--- src/design/i2cs_pkg.sv ---
// i2c slave package: register indices, field positions, reset values, modes
// assumes a plain address/strobe register port of width REG_AW
package i2cs_pkg;
    // ------------------------------------------------------------
    // register indices on the plain software port
    // ------------------------------------------------------------
    localparam int REG_AW = 4;
    localparam logic [3:0] OFS_STATUS = 4'h0; // port_status_reg
    localparam logic [3:0] OFS_BUF = 4'h1; // shift_buffer_reg
    localparam logic [3:0] OFS_ADDR = 4'h2; // slave_address_reg
    localparam logic [3:0] OFS_MASK = 4'h3; // address_mask_reg
    localparam logic [3:0] OFS_CON1 = 4'h4; // port_control_one
    localparam logic [3:0] OFS_CON2 = 4'h5; // port_control_two
    localparam logic [3:0] OFS_CON3 = 4'h6; // port_control_three
    localparam logic [3:0] OFS_CLKPS = 4'h7; // clock_input_pin_select
    localparam logic [3:0] OFS_DATPS = 4'h8; // data_input_pin_select
    localparam logic [3:0] OFS_IRQ = 4'h9; // serial_port_irq_flag in bit 0
    // ------------------------------------------------------------
    // field positions
    // ------------------------------------------------------------
    localparam int ST_BF = 0; // buffer_full_flag
    localparam int ST_UA = 1; // update_address_bit
    localparam int ST_RW = 2;
    localparam int ST_S = 3;
    localparam int ST_P = 4;
    localparam int ST_DA = 5;
    localparam int C1_CKP = 4; // clock_release_bit
    localparam int C1_EN = 5;
    localparam int C1_OV = 6;
    localparam int C2_SEN = 0; // stretch_enable_bit
    localparam int C2_ACKDT = 5;
    localparam int C3_DATA_HOLD_ENABLE = 0; // data_hold_enable
    localparam int C3_ADDRESS_HOLD_ENABLE = 1; // address_hold_enable
    localparam int C3_SCIE = 5; // start interrupt enable
    // ------------------------------------------------------------
    // reset values and mode codes
    // ------------------------------------------------------------
    localparam logic [7:0] RST_CON1 = 8'h10; // clock released
    localparam logic [7:0] RST_ZERO = 8'h00;
    localparam logic [7:0] RST_MASK = 8'hff;
    localparam logic [3:0] MODE_7BIT = 4'h6;
    localparam logic [3:0] MODE_10BIT = 4'h7;
    localparam logic [4:0] TENBIT_HDR = 5'h1e; // 11110 prefix
    localparam logic [3:0] BIT_LAST = 4'h8; // eighth falling edge
    localparam logic [3:0] BIT_ACK = 4'h9; // ninth falling edge
    // engine states, gray along idle-addr-data-tx-wait
    typedef enum logic [2:0] {
        ST_IDLE = 3'b000,
        ST_ADDR = 3'b001,
        ST_DATA = 3'b011,
        ST_TX = 3'b010,
        ST_WAIT = 3'b110
    } i2cs_state_e;
endpackage

--- src/design/i2cs_top.sv ---
// i2c slave receive engine with 10-bit addressing, hold options and stretching
// assumes open-drain wiring outside; SCL/SDA arrive asynchronously
// Functional notes
// - start sets status, irq if enabled
// - matching high write address: UA, ack, irq
// - reading buffer clears buffer-full flag
// - low mismatch: irq, UA, no BF, CLOCK_RELEASE_BIT kept
// - UA in 10-bit mode holds SCL
// - address write releases held SCL
// - data byte acked on ninth pulse, irq
// - stretch enable clears CLOCK_RELEASE_BIT after ack
// - read request always clears CLOCK_RELEASE_BIT
// - stretch ignores buffer-full state
// - pull SCL only after seen low
// - hold until CLOCK_RELEASE_BIT set, then wired-and
// - address hold clears CLOCK_RELEASE_BIT at eighth edge
// - data hold clears CLOCK_RELEASE_BIT at eighth edge
// - 10-bit hold behaves as 7-bit
`timescale 1ns/1ns
module i2cs_top
    import i2cs_pkg::*;
(
    // clock and reset
    input wire logic CLOCK_I,
    input wire logic SYS_RST_I,
    // software register port
    input wire logic [REG_AW-1:0] REG_ADDR_I,
    input wire logic [7:0] REG_WDATA_I,
    input wire logic REG_WR_I,
    input wire logic REG_RD_I,
    output logic [7:0] REG_RDATA_O,
    // i2c pins, open drain
    input wire logic SCL_I,
    output logic SCL_O,
    output logic SCL_OE_O,
    input wire logic SDA_I,
    output logic SDA_O,
    output logic SDA_OE_O,
    // event flag level
    output logic IRQ_FLAG_O
);
    // ------------------------------------------------------------
    // pin synchronisers and edge detection
    // ------------------------------------------------------------
    logic [2:0] scl_q; // [0] is first sync stage only
    logic [2:0] sda_q;
    always_ff @(posedge CLOCK_I) begin
        if (SYS_RST_I) begin
            scl_q <= 3'h7;
            sda_q <= 3'h7;
        end else begin
            scl_q <= {scl_q[1:0], SCL_I};
            sda_q <= {sda_q[1:0], SDA_I};
        end
    end
    wire scl_s = scl_q[1];
    wire sda_s = sda_q[1];
    wire scl_rise = scl_q[1] & ~scl_q[2];
    wire scl_fall = ~scl_q[1] & scl_q[2];
    wire bus_start = scl_q[1] & scl_q[2] & sda_q[2] & ~sda_q[1];
    wire bus_stop = scl_q[1] & scl_q[2] & ~sda_q[2] & sda_q[1];
    // ------------------------------------------------------------
    // registers
    // ------------------------------------------------------------
    logic [7:0] addr_q, mask_q, con1_q, con2_q, con3_q, clkps_q, datps_q, buf_q;
    logic bf_q, ua_q, rw_q, s_q, p_q, da_q, irq_q, ov_q, ckp_q;
    logic [7:0] rdata_q;
    // address comparison, used for high, low and 7-bit bytes
    function automatic logic addr_hit(input logic [7:0] b, input logic [7:0] a,
                                      input logic [7:0] m, input logic full);
        logic [7:0] care;
        care = full ? m : (m & 8'hfe);
        return ((b ^ a) & care) == 8'h00;
    endfunction
    wire wr_addr = REG_WR_I && (REG_ADDR_I == OFS_ADDR);
    wire wr_buf = REG_WR_I && (REG_ADDR_I == OFS_BUF);
    wire wr_con1 = REG_WR_I && (REG_ADDR_I == OFS_CON1);
    wire wr_irq = REG_WR_I && (REG_ADDR_I == OFS_IRQ);
    wire rd_buf = REG_RD_I && (REG_ADDR_I == OFS_BUF);
    wire enabled = con1_q[C1_EN];
    wire tenbit = con1_q[3:0] == MODE_10BIT;
    wire [7:0] status_w = {2'h0, da_q, p_q, s_q, rw_q, ua_q, bf_q};
    // ------------------------------------------------------------
    // byte engine state
    // ------------------------------------------------------------
    i2cs_state_e st_q;
    logic [3:0] cnt_q; // falling edges within the byte
    logic [7:0] sh_q; // receive shifter
    logic [7:0] tx_q; // transmit shifter
    logic low_ph_q; // next address byte is the 10-bit low byte
    logic full_hit_q; // full 10-bit address matched earlier
    logic ack_q; // acknowledge decided for this byte
    logic hold_ack_q; // software decides acknowledge via ACKDT
    logic rd_hit_q; // acked address byte asked for a read, kept past the ack bit shift
    wire fall8 = scl_fall && (cnt_q == BIT_LAST - 4'h1);
    wire fall9 = scl_fall && (cnt_q == BIT_ACK - 4'h1);
    wire [7:0] byte_w = sh_q;
    wire hi_hdr = byte_w[7:3] == TENBIT_HDR;
    // decisions taken on the eighth falling edge
    wire hit7 = !tenbit && addr_hit(byte_w, addr_q, mask_q, 1'b0);
    wire hit_hi_w = tenbit && !low_ph_q && hi_hdr && !byte_w[0] && addr_hit(byte_w, addr_q, mask_q, 1'b0);
    wire hit_hi_r = tenbit && !low_ph_q && hi_hdr && byte_w[0] && full_hit_q;
    wire hit_lo = tenbit && low_ph_q && addr_hit(byte_w, addr_q, mask_q, 1'b1);
    wire addr_match = hit7 || hit_hi_w || hit_hi_r || hit_lo;
    wire ack_drive = hold_ack_q ? !con2_q[C2_ACKDT] : 1'b1;
    always_ff @(posedge CLOCK_I) begin
        if (SYS_RST_I) begin
            st_q <= ST_IDLE;
            cnt_q <= 4'h0;
            sh_q <= 8'h00;
            low_ph_q <= 1'b0;
            full_hit_q <= 1'b0;
            ack_q <= 1'b0;
            hold_ack_q <= 1'b0;
            rd_hit_q <= 1'b0;
        end else if (!enabled || bus_stop) begin
            // stop or disable returns to idle; only a stop drops the full 10-bit match
            st_q <= ST_IDLE;
            cnt_q <= 4'h0;
            low_ph_q <= 1'b0;
            ack_q <= 1'b0;
            full_hit_q <= bus_stop ? 1'b0 : full_hit_q;
        end else if (bus_start) begin
            // repeated start keeps a full 10-bit match for reads
            st_q <= ST_ADDR;
            // the start's own scl fall wraps this to zero, so it is not counted as a bit
            cnt_q <= 4'hf;
            low_ph_q <= 1'b0;
            ack_q <= 1'b0;
        end else begin
            if (scl_rise) begin
                sh_q <= {sh_q[6:0], sda_s};
            end
            if (scl_fall) begin
                cnt_q <= fall9 ? 4'h0 : cnt_q + 4'h1;
            end
            if (fall8 && st_q == ST_ADDR) begin
                ack_q <= addr_match;
                hold_ack_q <= con3_q[C3_ADDRESS_HOLD_ENABLE];
                rd_hit_q <= hit_hi_r || (hit7 && byte_w[0]);
            end else if (fall8 && st_q == ST_DATA) begin
                ack_q <= 1'b1;
                hold_ack_q <= con3_q[C3_DATA_HOLD_ENABLE];
            end else if (fall9) begin
                ack_q <= 1'b0;
                hold_ack_q <= 1'b0;
            end
            // next state after the acknowledge slot
            if (fall9 && st_q == ST_ADDR) begin
                if (!ack_q) begin
                    st_q <= ST_WAIT;
                end else if (rd_hit_q) begin
                    st_q <= ST_TX;
                end else if (tenbit && !low_ph_q) begin
                    low_ph_q <= 1'b1;
                end else begin
                    st_q <= ST_DATA;
                    full_hit_q <= tenbit;
                end
            end
            if (st_q == ST_TX && scl_rise && cnt_q == BIT_LAST && sda_s) begin
                // master declined more data
                st_q <= ST_WAIT;
            end
        end
    end
    // ------------------------------------------------------------
    // status flags, buffer and clock release
    // ------------------------------------------------------------
    wire rx_byte = fall8 && (st_q == ST_DATA || (st_q == ST_ADDR && addr_match));
    wire ov_set = rx_byte && bf_q && !rd_buf;
    wire hold_clr = fall8 && ((st_q == ST_ADDR && addr_match && con3_q[C3_ADDRESS_HOLD_ENABLE])
                              || (st_q == ST_DATA && con3_q[C3_DATA_HOLD_ENABLE]));
    wire ack_clr = fall9 && ack_q && (con2_q[C2_SEN] || (st_q == ST_ADDR && rd_hit_q));
    wire tx_clr = fall9 && st_q == ST_TX;
    wire ckp_clr = hold_clr || ack_clr || tx_clr;
    // UA after ack slot of an acked 10-bit high write byte or of any 10-bit low byte
    wire ua_set = fall9 && st_q == ST_ADDR && tenbit && !rd_hit_q && (ack_q || low_ph_q);
    // irq after ack slot, or at hold point
    wire irq_set = (fall9 && (ack_q || ua_set)) || hold_clr || tx_clr
                   || (bus_start && con3_q[C3_SCIE] && enabled);
    always_ff @(posedge CLOCK_I) begin
        if (SYS_RST_I) begin
            bf_q <= 1'b0;
            ua_q <= 1'b0;
            rw_q <= 1'b0;
            s_q <= 1'b0;
            p_q <= 1'b0;
            da_q <= 1'b0;
            irq_q <= 1'b0;
            ov_q <= 1'b0;
            buf_q <= 8'h00;
        end else begin
            // buffer read clears, new byte wins
            if (rx_byte) begin
                bf_q <= 1'b1;
                buf_q <= byte_w;
                da_q <= st_q == ST_DATA;
            end else if (rd_buf) begin
                bf_q <= 1'b0;
            end else if (wr_buf) begin
                buf_q <= REG_WDATA_I;
            end
            // overflow: a byte landing on a full buffer beats a software clear
            if (ov_set) begin
                ov_q <= 1'b1;
            end else if (wr_con1 && !REG_WDATA_I[C1_OV]) begin
                ov_q <= 1'b0;
            end
            if (fall8 && st_q == ST_ADDR && addr_match) begin
                rw_q <= byte_w[0];
            end
            // address write clears UA, set wins
            if (ua_set) begin
                ua_q <= 1'b1;
            end else if (wr_addr) begin
                ua_q <= 1'b0;
            end
            if (bus_start) begin
                s_q <= 1'b1;
                p_q <= 1'b0;
            end else if (bus_stop) begin
                s_q <= 1'b0;
                p_q <= 1'b1;
            end
            if (irq_set) begin
                irq_q <= 1'b1;
            end else if (wr_irq && !REG_WDATA_I[0]) begin
                irq_q <= 1'b0;
            end
        end
    end
    // clock release bit; hardware clear wins over a software write
    always_ff @(posedge CLOCK_I) begin
        if (SYS_RST_I) begin
            ckp_q <= RST_CON1[C1_CKP];
        end else if (ckp_clr && enabled) begin
            ckp_q <= 1'b0;
        end else if (wr_con1) begin
            ckp_q <= REG_WDATA_I[C1_CKP];
        end
    end
    // ------------------------------------------------------------
    // software registers and read port
    // ------------------------------------------------------------
    wire [7:0] rd_mux = (REG_ADDR_I == OFS_STATUS) ? status_w :
                        (REG_ADDR_I == OFS_BUF) ? buf_q :
                        (REG_ADDR_I == OFS_ADDR) ? addr_q :
                        (REG_ADDR_I == OFS_MASK) ? mask_q :
                        (REG_ADDR_I == OFS_CON1) ? {con1_q[7], ov_q, con1_q[5], ckp_q, con1_q[3:0]} :
                        (REG_ADDR_I == OFS_CON2) ? con2_q :
                        (REG_ADDR_I == OFS_CON3) ? con3_q :
                        (REG_ADDR_I == OFS_CLKPS) ? clkps_q :
                        (REG_ADDR_I == OFS_DATPS) ? datps_q :
                        (REG_ADDR_I == OFS_IRQ) ? {7'h00, irq_q} : 8'h00;
    always_ff @(posedge CLOCK_I) begin
        if (SYS_RST_I) begin
            addr_q <= RST_ZERO;
            mask_q <= RST_MASK;
            con1_q <= RST_CON1;
            con2_q <= RST_ZERO;
            con3_q <= RST_ZERO;
            clkps_q <= RST_ZERO;
            datps_q <= RST_ZERO;
            rdata_q <= 8'h00;
        end else begin
            if (REG_WR_I) begin
                // unmapped writes are dropped
                unique case (REG_ADDR_I)
                    OFS_ADDR: addr_q <= REG_WDATA_I;
                    OFS_MASK: mask_q <= REG_WDATA_I;
                    OFS_CON1: con1_q <= REG_WDATA_I;
                    OFS_CON2: con2_q <= REG_WDATA_I;
                    OFS_CON3: con3_q <= REG_WDATA_I;
                    OFS_CLKPS: clkps_q <= REG_WDATA_I;
                    OFS_DATPS: datps_q <= REG_WDATA_I;
                    default: ;
                endcase
            end
            rdata_q <= REG_RD_I ? rd_mux : 8'h00;
        end
    end
    // ------------------------------------------------------------
    // transmit shifter and pin drivers
    // ------------------------------------------------------------
    logic hold_q, sda_oe_q;
    // UA stretch in 10-bit mode, no CLOCK_RELEASE_BIT clear
    wire stretch_req = enabled && (!ckp_q || (ua_q && tenbit));
    always_ff @(posedge CLOCK_I) begin
        if (SYS_RST_I) begin
            tx_q <= 8'h00;
            hold_q <= 1'b0;
            sda_oe_q <= 1'b0;
            SCL_O <= 1'b0;
            SDA_O <= 1'b0;
        end else begin
            if (wr_buf) begin
                tx_q <= REG_WDATA_I;
            end else if (st_q == ST_TX && scl_fall && cnt_q < BIT_LAST) begin
                tx_q <= {tx_q[6:0], 1'b0};
            end
            // join a low SCL, keep it until released
            hold_q <= stretch_req && (hold_q || !scl_s);
            SCL_O <= 1'b0;
            SDA_O <= 1'b0;
            if (st_q == ST_TX) begin
                sda_oe_q <= (cnt_q < BIT_LAST) && !tx_q[7];
            end else begin
                sda_oe_q <= (cnt_q == BIT_LAST) && ack_q && ack_drive;
            end
        end
    end
    assign SCL_OE_O = hold_q;
    assign SDA_OE_O = sda_oe_q;
    assign REG_RDATA_O = rdata_q;
    assign IRQ_FLAG_O = irq_q;
    // ------------------------------------------------------------
    // checks
    // ------------------------------------------------------------
    AST_START_FLAG: assert property (@(posedge CLOCK_I) disable iff (SYS_RST_I)
        bus_start && enabled |=> s_q && (irq_q || !con3_q[C3_SCIE])) else $error("start not flagged");
    AST_BUF_CLEAR: assert property (@(posedge CLOCK_I) disable iff (SYS_RST_I)
        rd_buf && !rx_byte |=> !bf_q) else $error("buffer read kept full flag");
    AST_LOW_MISS: assert property (@(posedge CLOCK_I) disable iff (SYS_RST_I)
        fall9 && st_q == ST_ADDR && low_ph_q && !ack_q && !bf_q |=> ua_q && irq_q && !bf_q)
        else $error("low mismatch flags wrong");
    AST_UA_HOLD: assert property (@(posedge CLOCK_I) disable iff (SYS_RST_I)
        enabled && tenbit && ua_q && !scl_s |=> SCL_OE_O) else $error("update address not stretching");
    AST_ADDR_RELEASE: assert property (@(posedge CLOCK_I) disable iff (SYS_RST_I)
        wr_addr && !ua_set && ckp_q && !ckp_clr |=> ##1 !SCL_OE_O) else $error("address write kept SCL");
    AST_SEN_STRETCH: assert property (@(posedge CLOCK_I) disable iff (SYS_RST_I)
        fall9 && ack_q && con2_q[C2_SEN] && enabled |=> !ckp_q) else $error("stretch enable ignored");
    AST_JOIN_LOW: assert property (@(posedge CLOCK_I) disable iff (SYS_RST_I)
        $rose(SCL_OE_O) |-> !$past(scl_s)) else $error("pulled SCL while high");
    AST_HOLD_EDGE: assert property (@(posedge CLOCK_I) disable iff (SYS_RST_I)
        fall8 && st_q == ST_DATA && con3_q[C3_DATA_HOLD_ENABLE] && enabled |=> !ckp_q ##1 SCL_OE_O)
        else $error("data hold missed");
endmodule // i2cs_top

--- config.mk ---
export PLATFORM = sky130hd
export DESIGN_NAME = i2cs_top
export DESIGN_NICKNAME = d
export VERILOG_FILES = /design/src/design/i2cs_pkg.sv /design/src/design/i2cs_top.sv
export SDC_FILE = /design/constraint.sdc
export NUM_CORES = 1
export LEC_CHECK = 0
export ABC_AREA = 1
export BUFFER_PORTS_ARGS = -buffer_cell sky130_fd_sc_hd__buf_2
export CAP_MARGIN = 20
export CORE_MARGIN = 3
export CORE_UTILIZATION = 36
export CTS_BUF_LIST = sky130_fd_sc_hd__clkbuf_4 sky130_fd_sc_hd__clkbuf_8
export DETAILED_ROUTE_END_ITERATION = 12
export HOLD_SLACK_MARGIN = 0.06
export PLACE_DENSITY = 0.59
export SYNTH_ARGS = -nofsm -noshare
export SYNTH_HDL_FRONTEND = slang
export SYNTH_SLANG_ARGS = --single-unit
--- constraint.sdc ---
create_clock -name CLOCK_I -period 2.4 [get_ports CLOCK_I]
set_clock_uncertainty 0.2 [all_clocks]
set_input_delay 0.12 -clock CLOCK_I [delete_from_list [all_inputs] [get_ports CLOCK_I]]
set_output_delay 0.12 -clock CLOCK_I [all_outputs]
set_load 0.1 [all_outputs]
==> results.json, run 1 <==
{
  "status": "complete, no violations",
  "async_flop_share_pct": 0,
  "grt_max_degree": 49,
  "netlist_instances": 763,
  "drt_iter0_markers": 504,
  "finalWorstSetupSlack_ns": 0.150,
  "first_pass_iters": 5,
  "grt_util_all_layers_pct": 20.0,
  "row_count": 44,
  "clockPowerShare_pct": 46.2,
  "postCtsSetupBuffers": 0,
  "wirelength_um": 15700,
  "p_sw_w": 0.000992,
  "diodes": 0,
  "crit_fanout": 12,
  "final.period_utilization_pct": 93.7,
  "wl_per_cell_um": 15.7,
  "place_hpwl_um": 11300,
  "vdd_ir_drop_max_uv": 684,
  "worst_pin_slew_ns": 0.582,
  "p_seq_share_pct": 46.9,
  "cp_slowest_cell": "dlygate4sd3_1",
  "critPathCaptureType": "register",
  "slowest_delay_ns": 0.56,
  "antenna_found_initial": 0,
  "finalMaxSlewViolations": 0,
  "drive_gt1_share_pct": 12.4,
  "area_growth_pct": 16.3,
  "clock.fmax_mhz": 444,
  "crit_family": "buffers and inverters",
  "most-common-layout-cells": "nand2_1, dfxtp_1, inv_1, a21oi_1, nand3_1",
  "clock_sinks": 115,
  "vias_per_cell": 5.09,
  "arrival_ns": 2.39,
  "synth_edf_count": 0,
  "maxCapViolCount": 0,
  "cp-start-kind": "input port",
  "dp_worst_setup_slack_ns": 0.443,
  "final_nets": 825,
  "clock_latency_ns": 0.45,
  "coreArea_mm2": 0.0146,
  "cp.required_ns": 2.54,
  "drcViolationCount": 0,
  "seq_area_frac_synth_pct": 42.9,
  "critical_path_class": "input port to register",
  "clk_pin_slew_ns": 0.07,
  "dr_total_vias": 5098,
  "period_needed_ns": 2.25,
  "die_w_um": 128,
  "io_buffers": 28,
  "hold_violations": 0,
  "r2r_setup_slack_ns": 0.40,
  "cts_tree": "built",
  "cellLeakagePower_nw": 2.64,
  "ys_types": 42,
  "combinationalPowerShare_pct": 6.9,
  "p_int_w": 0.00318,
  "gp_congestion": 0.871,
  "htreeDepth": 4,
  "die-area_mm2": 0.0164,
  "grt_overflow": 0,
  "num_io_pins": 31,
  "nFillCells": 1530,
  "crit_path_cell_trace": "dlygate4sd3_1 -> buf_2 -> nor2_2 -> nand2_1 -> nor2_1 -> buf_4 -> inv_1 -> nand2_1 -> nand3_1 -> dlygate4sd3_1",
  "cts_root_buf": "clkbuf_8",
  "start_util_pct": 36.8,
  "finalSetupTns_ns": 0,
  "grt_pass1_vias": 4784,
  "hp-class": "input port to register",
  "postSynthAreaPerCell_um2": 7.04,
  "cts_buffer_depth": 2,
  "rsz0062_at_grt": "no",
  "syn-cell-area_mm2": 0.00537,
  "swShare_pct": 23.8,
  "drtAntennaViolNets": 0,
  "worst-path-buf-inv": 5,
  "total_power_w": 0.00417,
  "synth_ff_type": "dfxtp_1",
  "grt_pass1_wl_um": 25600,
  "slew_headroom_pct": 61.2,
  "die_h_um": 128,
  "cts_buffers": 17,
  "layout_commonest_cell": "nand2_1",
  "yosys_warnings": 0,
  "powerDensity_mw_per_mm2": 668,
  "synth-seq-cells": 115,
  "setup_violations": 0
}
metal layers:
| metal | GRT usage, % | vias to the layer above | wire (µm) |
|---|---|---|---|
| met5 | 0 | - | 0 |
| met4 | 6.55 | 0 | 246 |
| met3 | 4.42 | 19 | 950 |
| met2 | 30.0 | 152 | 6780 |
| met1 | 28.5 | 2325 | 7720 |
| li1 | - | 2602 | - |
worst min-delay path: stages:
cell and delay (ns):
dlygate4sd3_1 0.52, buf_2 0.09, or2_2 0.08
registers in the layout, summed over array words and instances, names as in the netlist, 3 cells and up:
signal / flops
tx_q: 8
REG_RDATA_O: 8
datps_q: 8
con2_q: 8
byte_w: 8
mask_q: 8
con1_q: 6
buf_q: 8
scl_q: 3
clkps_q: 8
cnt_q: 4
addr_q: 8
con3_q: 8
st_q: 3
sda_q: 3
power groups by stage:
stage,sequential [W],combinational [W],clock [W]
2_1_floorplan,0.00201,0.000166,0
3_3_place_gp,0.00200,0.000265,0
3_5_place_dp,0.00200,0.000265,0
4_1_cts,0.00196,0.000288,0.00195
5_1_grt,0.00196,0.000319,0.00203
6_report,0.00196,0.000288,0.00193
what timing repair did:
item,CTS,global route
hold buffers,18,0
endpoints found under the hold margin,82,0
resized for setup,0,0
area by class of cell:
cell class	count	area (µm²)	share of cell area (%)
multi-input cells	507	2500	39.9
flip-flops and latches	115	2300	36.8
inverters	110	414	6.63
repair buffers	54	380	6.09
clock buffers	28	360	5.77
well taps	184	230	3.68
clock inverters	3	65.1	1.04
path summary, 6_finish.rpt:
path / start / end / depth (start not counted)
setup / recovery: REG_ADDR_I[3] / mask_q[2] / 10
hold / removal: SDA_I / sda_q[0] / 3
setup reg to reg: cnt_q[0] / IRQ_FLAG_O / 10
hold reg to reg: sda_q[0] / sda_q[1] / 1
cell usage after synthesis (3+ instances only):
library cell,count,area [µm²]
nand2_1,157,589
dfxtp_1,115,2300
inv_1,101,379
a21oi_1,85,425
nand3_1,65,325
o21ai_0,61,305
nor2_1,52,195
buf_2,14,70.1
clkbuf_1,12,45.0
nand4_1,12,75.1
a31oi_1,7,43.8
inv_2,7,26.3
a221oi_1,6,52.6
nor2_2,5,31.3
o221ai_1,5,43.8
o22ai_1,5,31.3
or2_2,5,31.3
nor3_1,4,20.0
o2111ai_1,4,35.0
o21ai_1,4,20.0
buf_4,3,22.5
nand2_2,3,18.8
nand2_4,3,33.8
nor2_4,3,33.8
o211ai_1,3,22.5
stage by stage:
step | hold slack, ns | cell area, µm² | utilization, % | cells
after global routing | 0.180 | 6250 | 42.8 | 1001
after CTS | 0.176 | 6250 | 42.8 | 1001
after global placement | 0.107 | 5640 | 38.7 | 952
after floorplan | 0.0238 | 5380 | - | 764
after detailed placement | 0.110 | 5640 | 38.7 | 952
final | 0.184 | 6250 | 42.8 | 1001
logic make-up (layout without fill, tap and decap cells):
logic type | Yosys count | in the layout | synth area share (%)
simple gates | 318 | 318 | 26.7
compound gates | 185 | 185 | 19.1
buf+inv | 142 | 195 | 10.8
flops | 115 | 115 | 42.9
fa+ha+maj | 2 | 2 | 0.466
other cells | 1 | 2 | 0.0698
Power figures use the tool's default switching activity.
==> run 2, diff against run 1 <==
--- a/config.mk
+++ b/config.mk
@@ -8,6 +8,7 @@
 export ABC_AREA = 1
 export BUFFER_PORTS_ARGS = -buffer_cell sky130_fd_sc_hd__buf_2
 export CAP_MARGIN = 20
+export CORE_ASPECT_RATIO = 1.1
 export CORE_MARGIN = 3
 export CORE_UTILIZATION = 36
 export CTS_BUF_LIST = sky130_fd_sc_hd__clkbuf_4 sky130_fd_sc_hd__clkbuf_8
==> run 2 against run 1 <==
Net effect: first-iteration DRC count is 3.6% lower; clock-buffer cell count is 3 lower; via count is 2.5% higher; sequential share of layout area is 0.23 points lower; sequential cell count stayed put; maximum frequency is 6.7% higher; worst setup slack better by 0.14 ns; combinational power is 3% higher; highest routed layer unchanged.
==> results.json, run 2 (synthesis gave the netlist of run 1 again) <==
{
  "crit_fanout": 14,
  "r2r_setup_slack_ns": 0.40,
  "cts_buffer_depth": 2,
  "num_io_pins": 31,
  "met2_length_um": 7540,
  "critPathCaptureType": "register",
  "final.period_utilization_pct": 87.9,
  "die-area_mm2": 0.0164,
  "vdd_ir_drop_max_uv": 451,
  "r2r_cells": 13,
  "gp_congestion": 0.856,
  "hold_end": "sda_q[0]",
  "grt_util_all_layers_pct": 21.3,
  "p_sw_w": 0.00100,
  "m1WireLength_um": 7370,
  "arrival_ns": 2.29,
  "clockPowerShare_pct": 45.1,
  "cts_buffers": 17,
  "layout_commonest_cell": "nand2_1",
  "row_count": 46,
  "area_growth_pct": 17.0,
  "combinationalPowerShare_pct": 7.2,
  "drcViolationCount": 0,
  "finalSetupTns_ns": 0,
  "top_layer": "met4",
  "io_buffers": 28,
  "maxCapViolCount": 0,
  "grt_max_degree": 49,
  "reg2reg_to": "buf_q[3]",
  "drive_gt1_share_pct": 12.3,
  "finalMaxSlewViolations": 0,
  "final_nets": 830,
  "antenna_found_initial": 0,
  "met3_length_um": 1190,
  "clock.fmax_mhz": 474,
  "wirelength_um": 16600,
  "slew_headroom_pct": 51.2,
  "vias_per_cell": 5.16,
  "period_needed_ns": 2.11,
  "drtAntennaViolNets": 0,
  "total_power_w": 0.00410,
  "worst_pin_slew_ns": 0.732,
  "wl_per_cell_um": 16.4,
  "drt_iter0_markers": 486,
  "grt_pass1_wl_um": 26700,
  "die_h_um": 134,
  "clock_sinks": 115,
  "clk_pin_slew_ns": 0.07,
  "cts_root_buf": "clkbuf_8",
  "grt_pass1_vias": 4906,
  "place_hpwl_um": 11800,
  "rsz0062_at_grt": "no",
  "start_util_pct": 37.0,
  "most-common-layout-cells": "nand2_1, dfxtp_1, inv_1, a21oi_1, nand3_1",
  "cts_tree": "built",
  "die_w_um": 122,
  "hp-start": "SDA_I",
  "whs_path_depth": 3,
  "htreeDepth": 4,
  "p_seq_share_pct": 47.7,
  "diodes": 0,
  "swShare_pct": 24.4,
  "coreArea_mm2": 0.0145,
  "cellLeakagePower_nw": 2.65,
  "setup_violations": 0,
  "r2r_start": "byte_w[1]",
  "cts_resized": 0,
  "critical_path_class": "input port to register",
  "cp.required_ns": 2.58,
  "hold_violations": 0,
  "dr_total_vias": 5224,
  "clock_latency_ns": 0.45,
  "p_int_w": 0.00310,
  "grt_overflow": 0,
  "powerDensity_mw_per_mm2": 653,
  "cp-start-kind": "input port",
  "status": "complete, no violations",
  "first_pass_iters": 5,
  "hp-class": "input port to register"
}
run 2: cell count changes in the layout (fill, tap and decap cells not counted), sizes merged:
cell,previous run,this run
clkbuf,28,25
clkinvlp,0,1
dlygate4sd3,18,21
buf,36,38
run 2: cell type report:
| class | count | area [µm²] |
|---|---|---|
| Timing Repair Buffer | 59 | 438 |
| Clock buffer | 25 | 325 |
| Fill cell | 1562 | 8220 |
| Inverter | 110 | 414 |
| Sequential cell | 115 | 2300 |
| Clock inverter | 4 | 72.6 |
| Multi-Input combinational cell | 507 | 2500 |
| Tap cell | 192 | 240 |
run 2: timing repair:
action | 4_1_cts | 5_1_grt
hold buffers | 21 | 0
hold endpoints to repair | 79 | 0
setup buffers | 0 | 0
run 2: how the worst max path moves through the flow:
| stage | startpoint | end | slack (ns) | cells past startpoint |
|---|---|---|---|---|
| global placement | cnt_q[0] | IRQ_FLAG_O | 0.43 | 10 |
| finish | REG_ADDR_I[3] | con2_q[5] | 0.29 | 10 |
| global route | REG_ADDR_I[3] | con2_q[5] | 0.09 | 10 |
| detailed placement | byte_w[5] | buf_q[2] | 0.45 | 11 |
| floorplan | IRQ_FLAG_O | REG_RDATA_O[0] | 0.73 | 6 |
| CTS | REG_ADDR_I[3] | con2_q[5] | 0.34 | 10 |
run 2: power by group through the flow:
stage / sequential, W / combinational (W) / clock, W
finish: 0.00196 / 0.000297 / 0.00185
global route: 0.00196 / 0.000326 / 0.00197
CTS: 0.00196 / 0.000294 / 0.00188
detailed placement: 0.00200 / 0.000270 / 0
global placement: 0.00200 / 0.000270 / 0
floorplan: 0.00201 / 0.000166 / 0
run 2: critical path, cell delays in order:
cell and delay [ns]:
dlygate4sd3_1 0.53, buf_2 0.13, inv_1 0.06, nand2_1 0.08, inv_1 0.10, nand2_1 0.08, inv_1 0.36, nand3_1 0.11
dlygate4sd3_1 0.58, a21oi_1 0.13
run 2: per-layer routing:
layer	GRT usage, %	vias up
met4	8.40	0
li1	-	2609
met3	5.69	30
met1	28.6	2391
met5	0	-
met2	32.5	194
run 2: stage by stage:
step,area [µm²],std cells,setup slack [ns],hold WS (ns),utilization [%]
2_1_floorplan,5380,764,0.728,0.0238,-
6_report,6290,1012,0.292,0.205,43.4
3_5_place_dp,5680,962,0.445,0.125,39.2
5_1_grt,6290,1012,0.0896,0.212,43.4
3_3_place_gp,5680,962,0.431,0.129,39.2
4_1_cts,6290,1012,0.342,0.187,43.4
==> run 3, diff against run 2 <==
--- a/config.mk
+++ b/config.mk
@@ -5,7 +5,7 @@
 export SDC_FILE = /design/constraint.sdc
 export NUM_CORES = 1
 export LEC_CHECK = 0
-export ABC_AREA = 1
+export ABC_CLOCK_PERIOD_IN_PS = 2450
 export BUFFER_PORTS_ARGS = -buffer_cell sky130_fd_sc_hd__buf_2
 export CAP_MARGIN = 20
 export CORE_ASPECT_RATIO = 1.1
==> constraint.sdc (replaced) <==
create_clock -name CLOCK_I -period 2.45 [get_ports CLOCK_I]
set_clock_uncertainty 0.2 [all_clocks]
set_input_delay 0.1225 -clock CLOCK_I [delete_from_list [all_inputs] [get_ports CLOCK_I]]
set_output_delay 0.1225 -clock CLOCK_I [all_outputs]
set_load 0.1 [all_outputs]
==> run 3 against run 2 <==
Net effect: clock-buffer cell count shrank 3; final cell count shrank 13%; synthesized cell count shrank 15%; sequential cell count is the same; critical path type is now register to register.
==> results.json, run 3 <==
{
  "die_h_um": 137,
  "diodes": 0,
  "worst_pin_slew_ns": 0.721,
  "cts_buffer_depth": 2,
  "slowest_delay_ns": 0.57,
  "async_flop_share_pct": 0,
  "drtAntennaViolNets": 0,
  "first_pass_iters": 5,
  "crit_path_cell_trace": "ha_1 -> nand3b_1 -> or2_1 -> o31ai_4 -> mux2i_1",
  "die_w_um": 125,
  "worst-path-buf-inv": 0,
  "yosys_warnings": 0,
  "rsz0062_at_grt": "no",
  "grt_pass1_vias": 4657,
  "start_util_pct": 36.9,
  "synth_common_cells": "dfxtp_1, nand2_1, nor2_1, mux2i_1, a21oi_1",
  "cts_buffers": 17,
  "netlist_top_cells_area": "dfxtp_1, mux2i_1, nand2_1, nor2_1, a21oi_1",
  "wirelength_um": 16300,
  "arrival_ns": 2.41,
  "nFillCells": 1542,
  "clock.fmax_mhz": 446,
  "area_growth_pct": 14.3,
  "htreeDepth": 4,
  "total_power_w": 0.00385,
  "netlist_instances": 649,
  "finalSetupTns_ns": 0,
  "slew_headroom_pct": 51.9,
  "period_needed_ns": 2.24,
  "antenna_found_initial": 0,
  "grt_util_all_layers_pct": 19.5,
  "synth_edf_count": 0,
  "vias_per_cell": 5.53,
  "layout_commonest_cell": "dfxtp_1",
  "hold_violations": 0,
  "setup.worst_path.start": "cnt_q[0]",
  "drcViolationCount": 0,
  "cts_tree": "built",
  "vdd_ir_drop_max_uv": 631,
  "ys_types": 64,
  "final.period_utilization_pct": 91.5,
  "row_count": 47,
  "postSynthAreaPerCell_um2": 8.63,
  "clock_sinks": 115,
  "clk_pin_slew_ns": 0.07,
  "coreArea_mm2": 0.0152,
  "num_io_pins": 31,
  "crit_family": "simple AND/OR/NAND/NOR gates",
  "r2r_start": "cnt_q[0]",
  "most-common-layout-cells": "dfxtp_1, nand2_1, nor2_1, mux2i_1, a21oi_1",
  "r2r_setup_slack_ns": 0.21,
  "io_buffers": 28,
  "cp_slowest_cell": "o31ai_4",
  "synth-seq-cells": 115,
  "setup_violations": 0,
  "crit_fanout": 10,
  "hp-start": "REG_ADDR_I[3]",
  "place_hpwl_um": 11400,
  "drive_gt1_share_pct": 15.4,
  "critPathCaptureType": "register",
  "hp-class": "input port to register",
  "grt_max_degree": 68,
  "status": "complete, no violations",
  "cts_root_buf": "clkbuf_8",
  "maxCapViolCount": 0,
  "clock_latency_ns": 0.45,
  "synth.most_common_cell": "dfxtp_1",
  "cellLeakagePower_nw": 2.64,
  "die-area_mm2": 0.0171,
  "synth_top_cell_by_area": "dfxtp_1",
  "cp-start-kind": "register",
  "gp_congestion": 0.907,
  "grt_pass1_wl_um": 26000,
  "synth_ff_type": "dfxtp_1",
  "finalMaxSlewViolations": 0,
  "syn-cell-area_mm2": 0.00560,
  "powerDensity_mw_per_mm2": 601,
  "grt_overflow": 0,
  "critical_path_class": "register to register",
  "final_nets": 699,
  "yosys.area.top_type_share_pct": 41.1,
  "seq_area_frac_synth_pct": 41.1,
  "drt_iter0_markers": 533,
  "wl_per_cell_um": 18.4,
  "cp.required_ns": 2.62,
  "dr_total_vias": 4892
}
==> run 3: power breakdown <==
| part | total (W) | switching (W) | internal [W] |
|---|---|---|---|
| logic | 0.000334 | 0.000227 | 0.000107 |
| registers | 0.00191 | 0.0000197 | 0.00190 |
| clock network | 0.00160 | 0.000739 | 0.000858 |
==> run 3: layer usage <==
| layer | GRT usage (%) | routed length (µm) | share of wire [%] |
|---|---|---|---|
| met2 | 31.3 | 7600 | 47 |
| met5 | 0 | 0 | 0 |
| met3 | 4.18 | 991 | 6.1 |
| met4 | 7.53 | 299 | 1.8 |
| met1 | 25.9 | 7390 | 45 |
==> run 3: final timing paths <==
path	end	depth (start not counted)
setup / recovery	buf_q[1]	5
hold / removal	REG_RDATA_O[0]	3
setup reg to reg	buf_q[1]	5
hold reg to reg	sda_q[1]	1
==> run 3: cell type report <==
type / count / area, µm² / area share [%]
timing repair buffer: 61 / 425 / 6.64
inverter: 8 / 30.0 / 0.469
sequential: 115 / 2300 / 36.0
tap: 196 / 245 / 3.83
multi-input combinational: 476 / 3060 / 47.7
clock buffer: 22 / 284 / 4.44
clock inverter: 7 / 60.1 / 0.938
==> run 3: per-stage QoR <==
step	hold WS (ns)	cell area, µm²	util [%]	setup WS [ns]	instances
2_1_floorplan	0.0263	5600	-	0.476	650
3_3_place_gp	0.108	5910	38.9	0.323	841
3_5_place_dp	0.114	5910	38.9	0.236	841
4_1_cts	0.0681	6400	42.2	0.199	885
5_1_grt	0.142	6400	42.2	0.0442	885
6_report	0.0990	6400	42.2	0.208	885
==> run 3: cells by family after synthesis <==
kind of cell | share of synthesized area, %
compound gates | 15.4
xor+xnor | 1.41
fa+ha+maj | 0.447
buf+inv | 4.40
flops | 41.1
mux | 13.3
other cells | 0.0670
simple gates | 23.9
==> run 3: what timing repair did <==
item / in CTS / in global routing
resized for setup: 0 / 0
hold endpoints to repair: 74 / 0
hold buffers: 15 / 0
buffers inserted: 0 / 0
==> run 3: worst register-to-register path: stages (launching register included) <==
cell and delay, ns:
dfxtp_1 0.39, ha_1 0.17, nand3b_1 0.15, or2_1 0.42
o31ai_4 0.57, mux2i_1 0.26
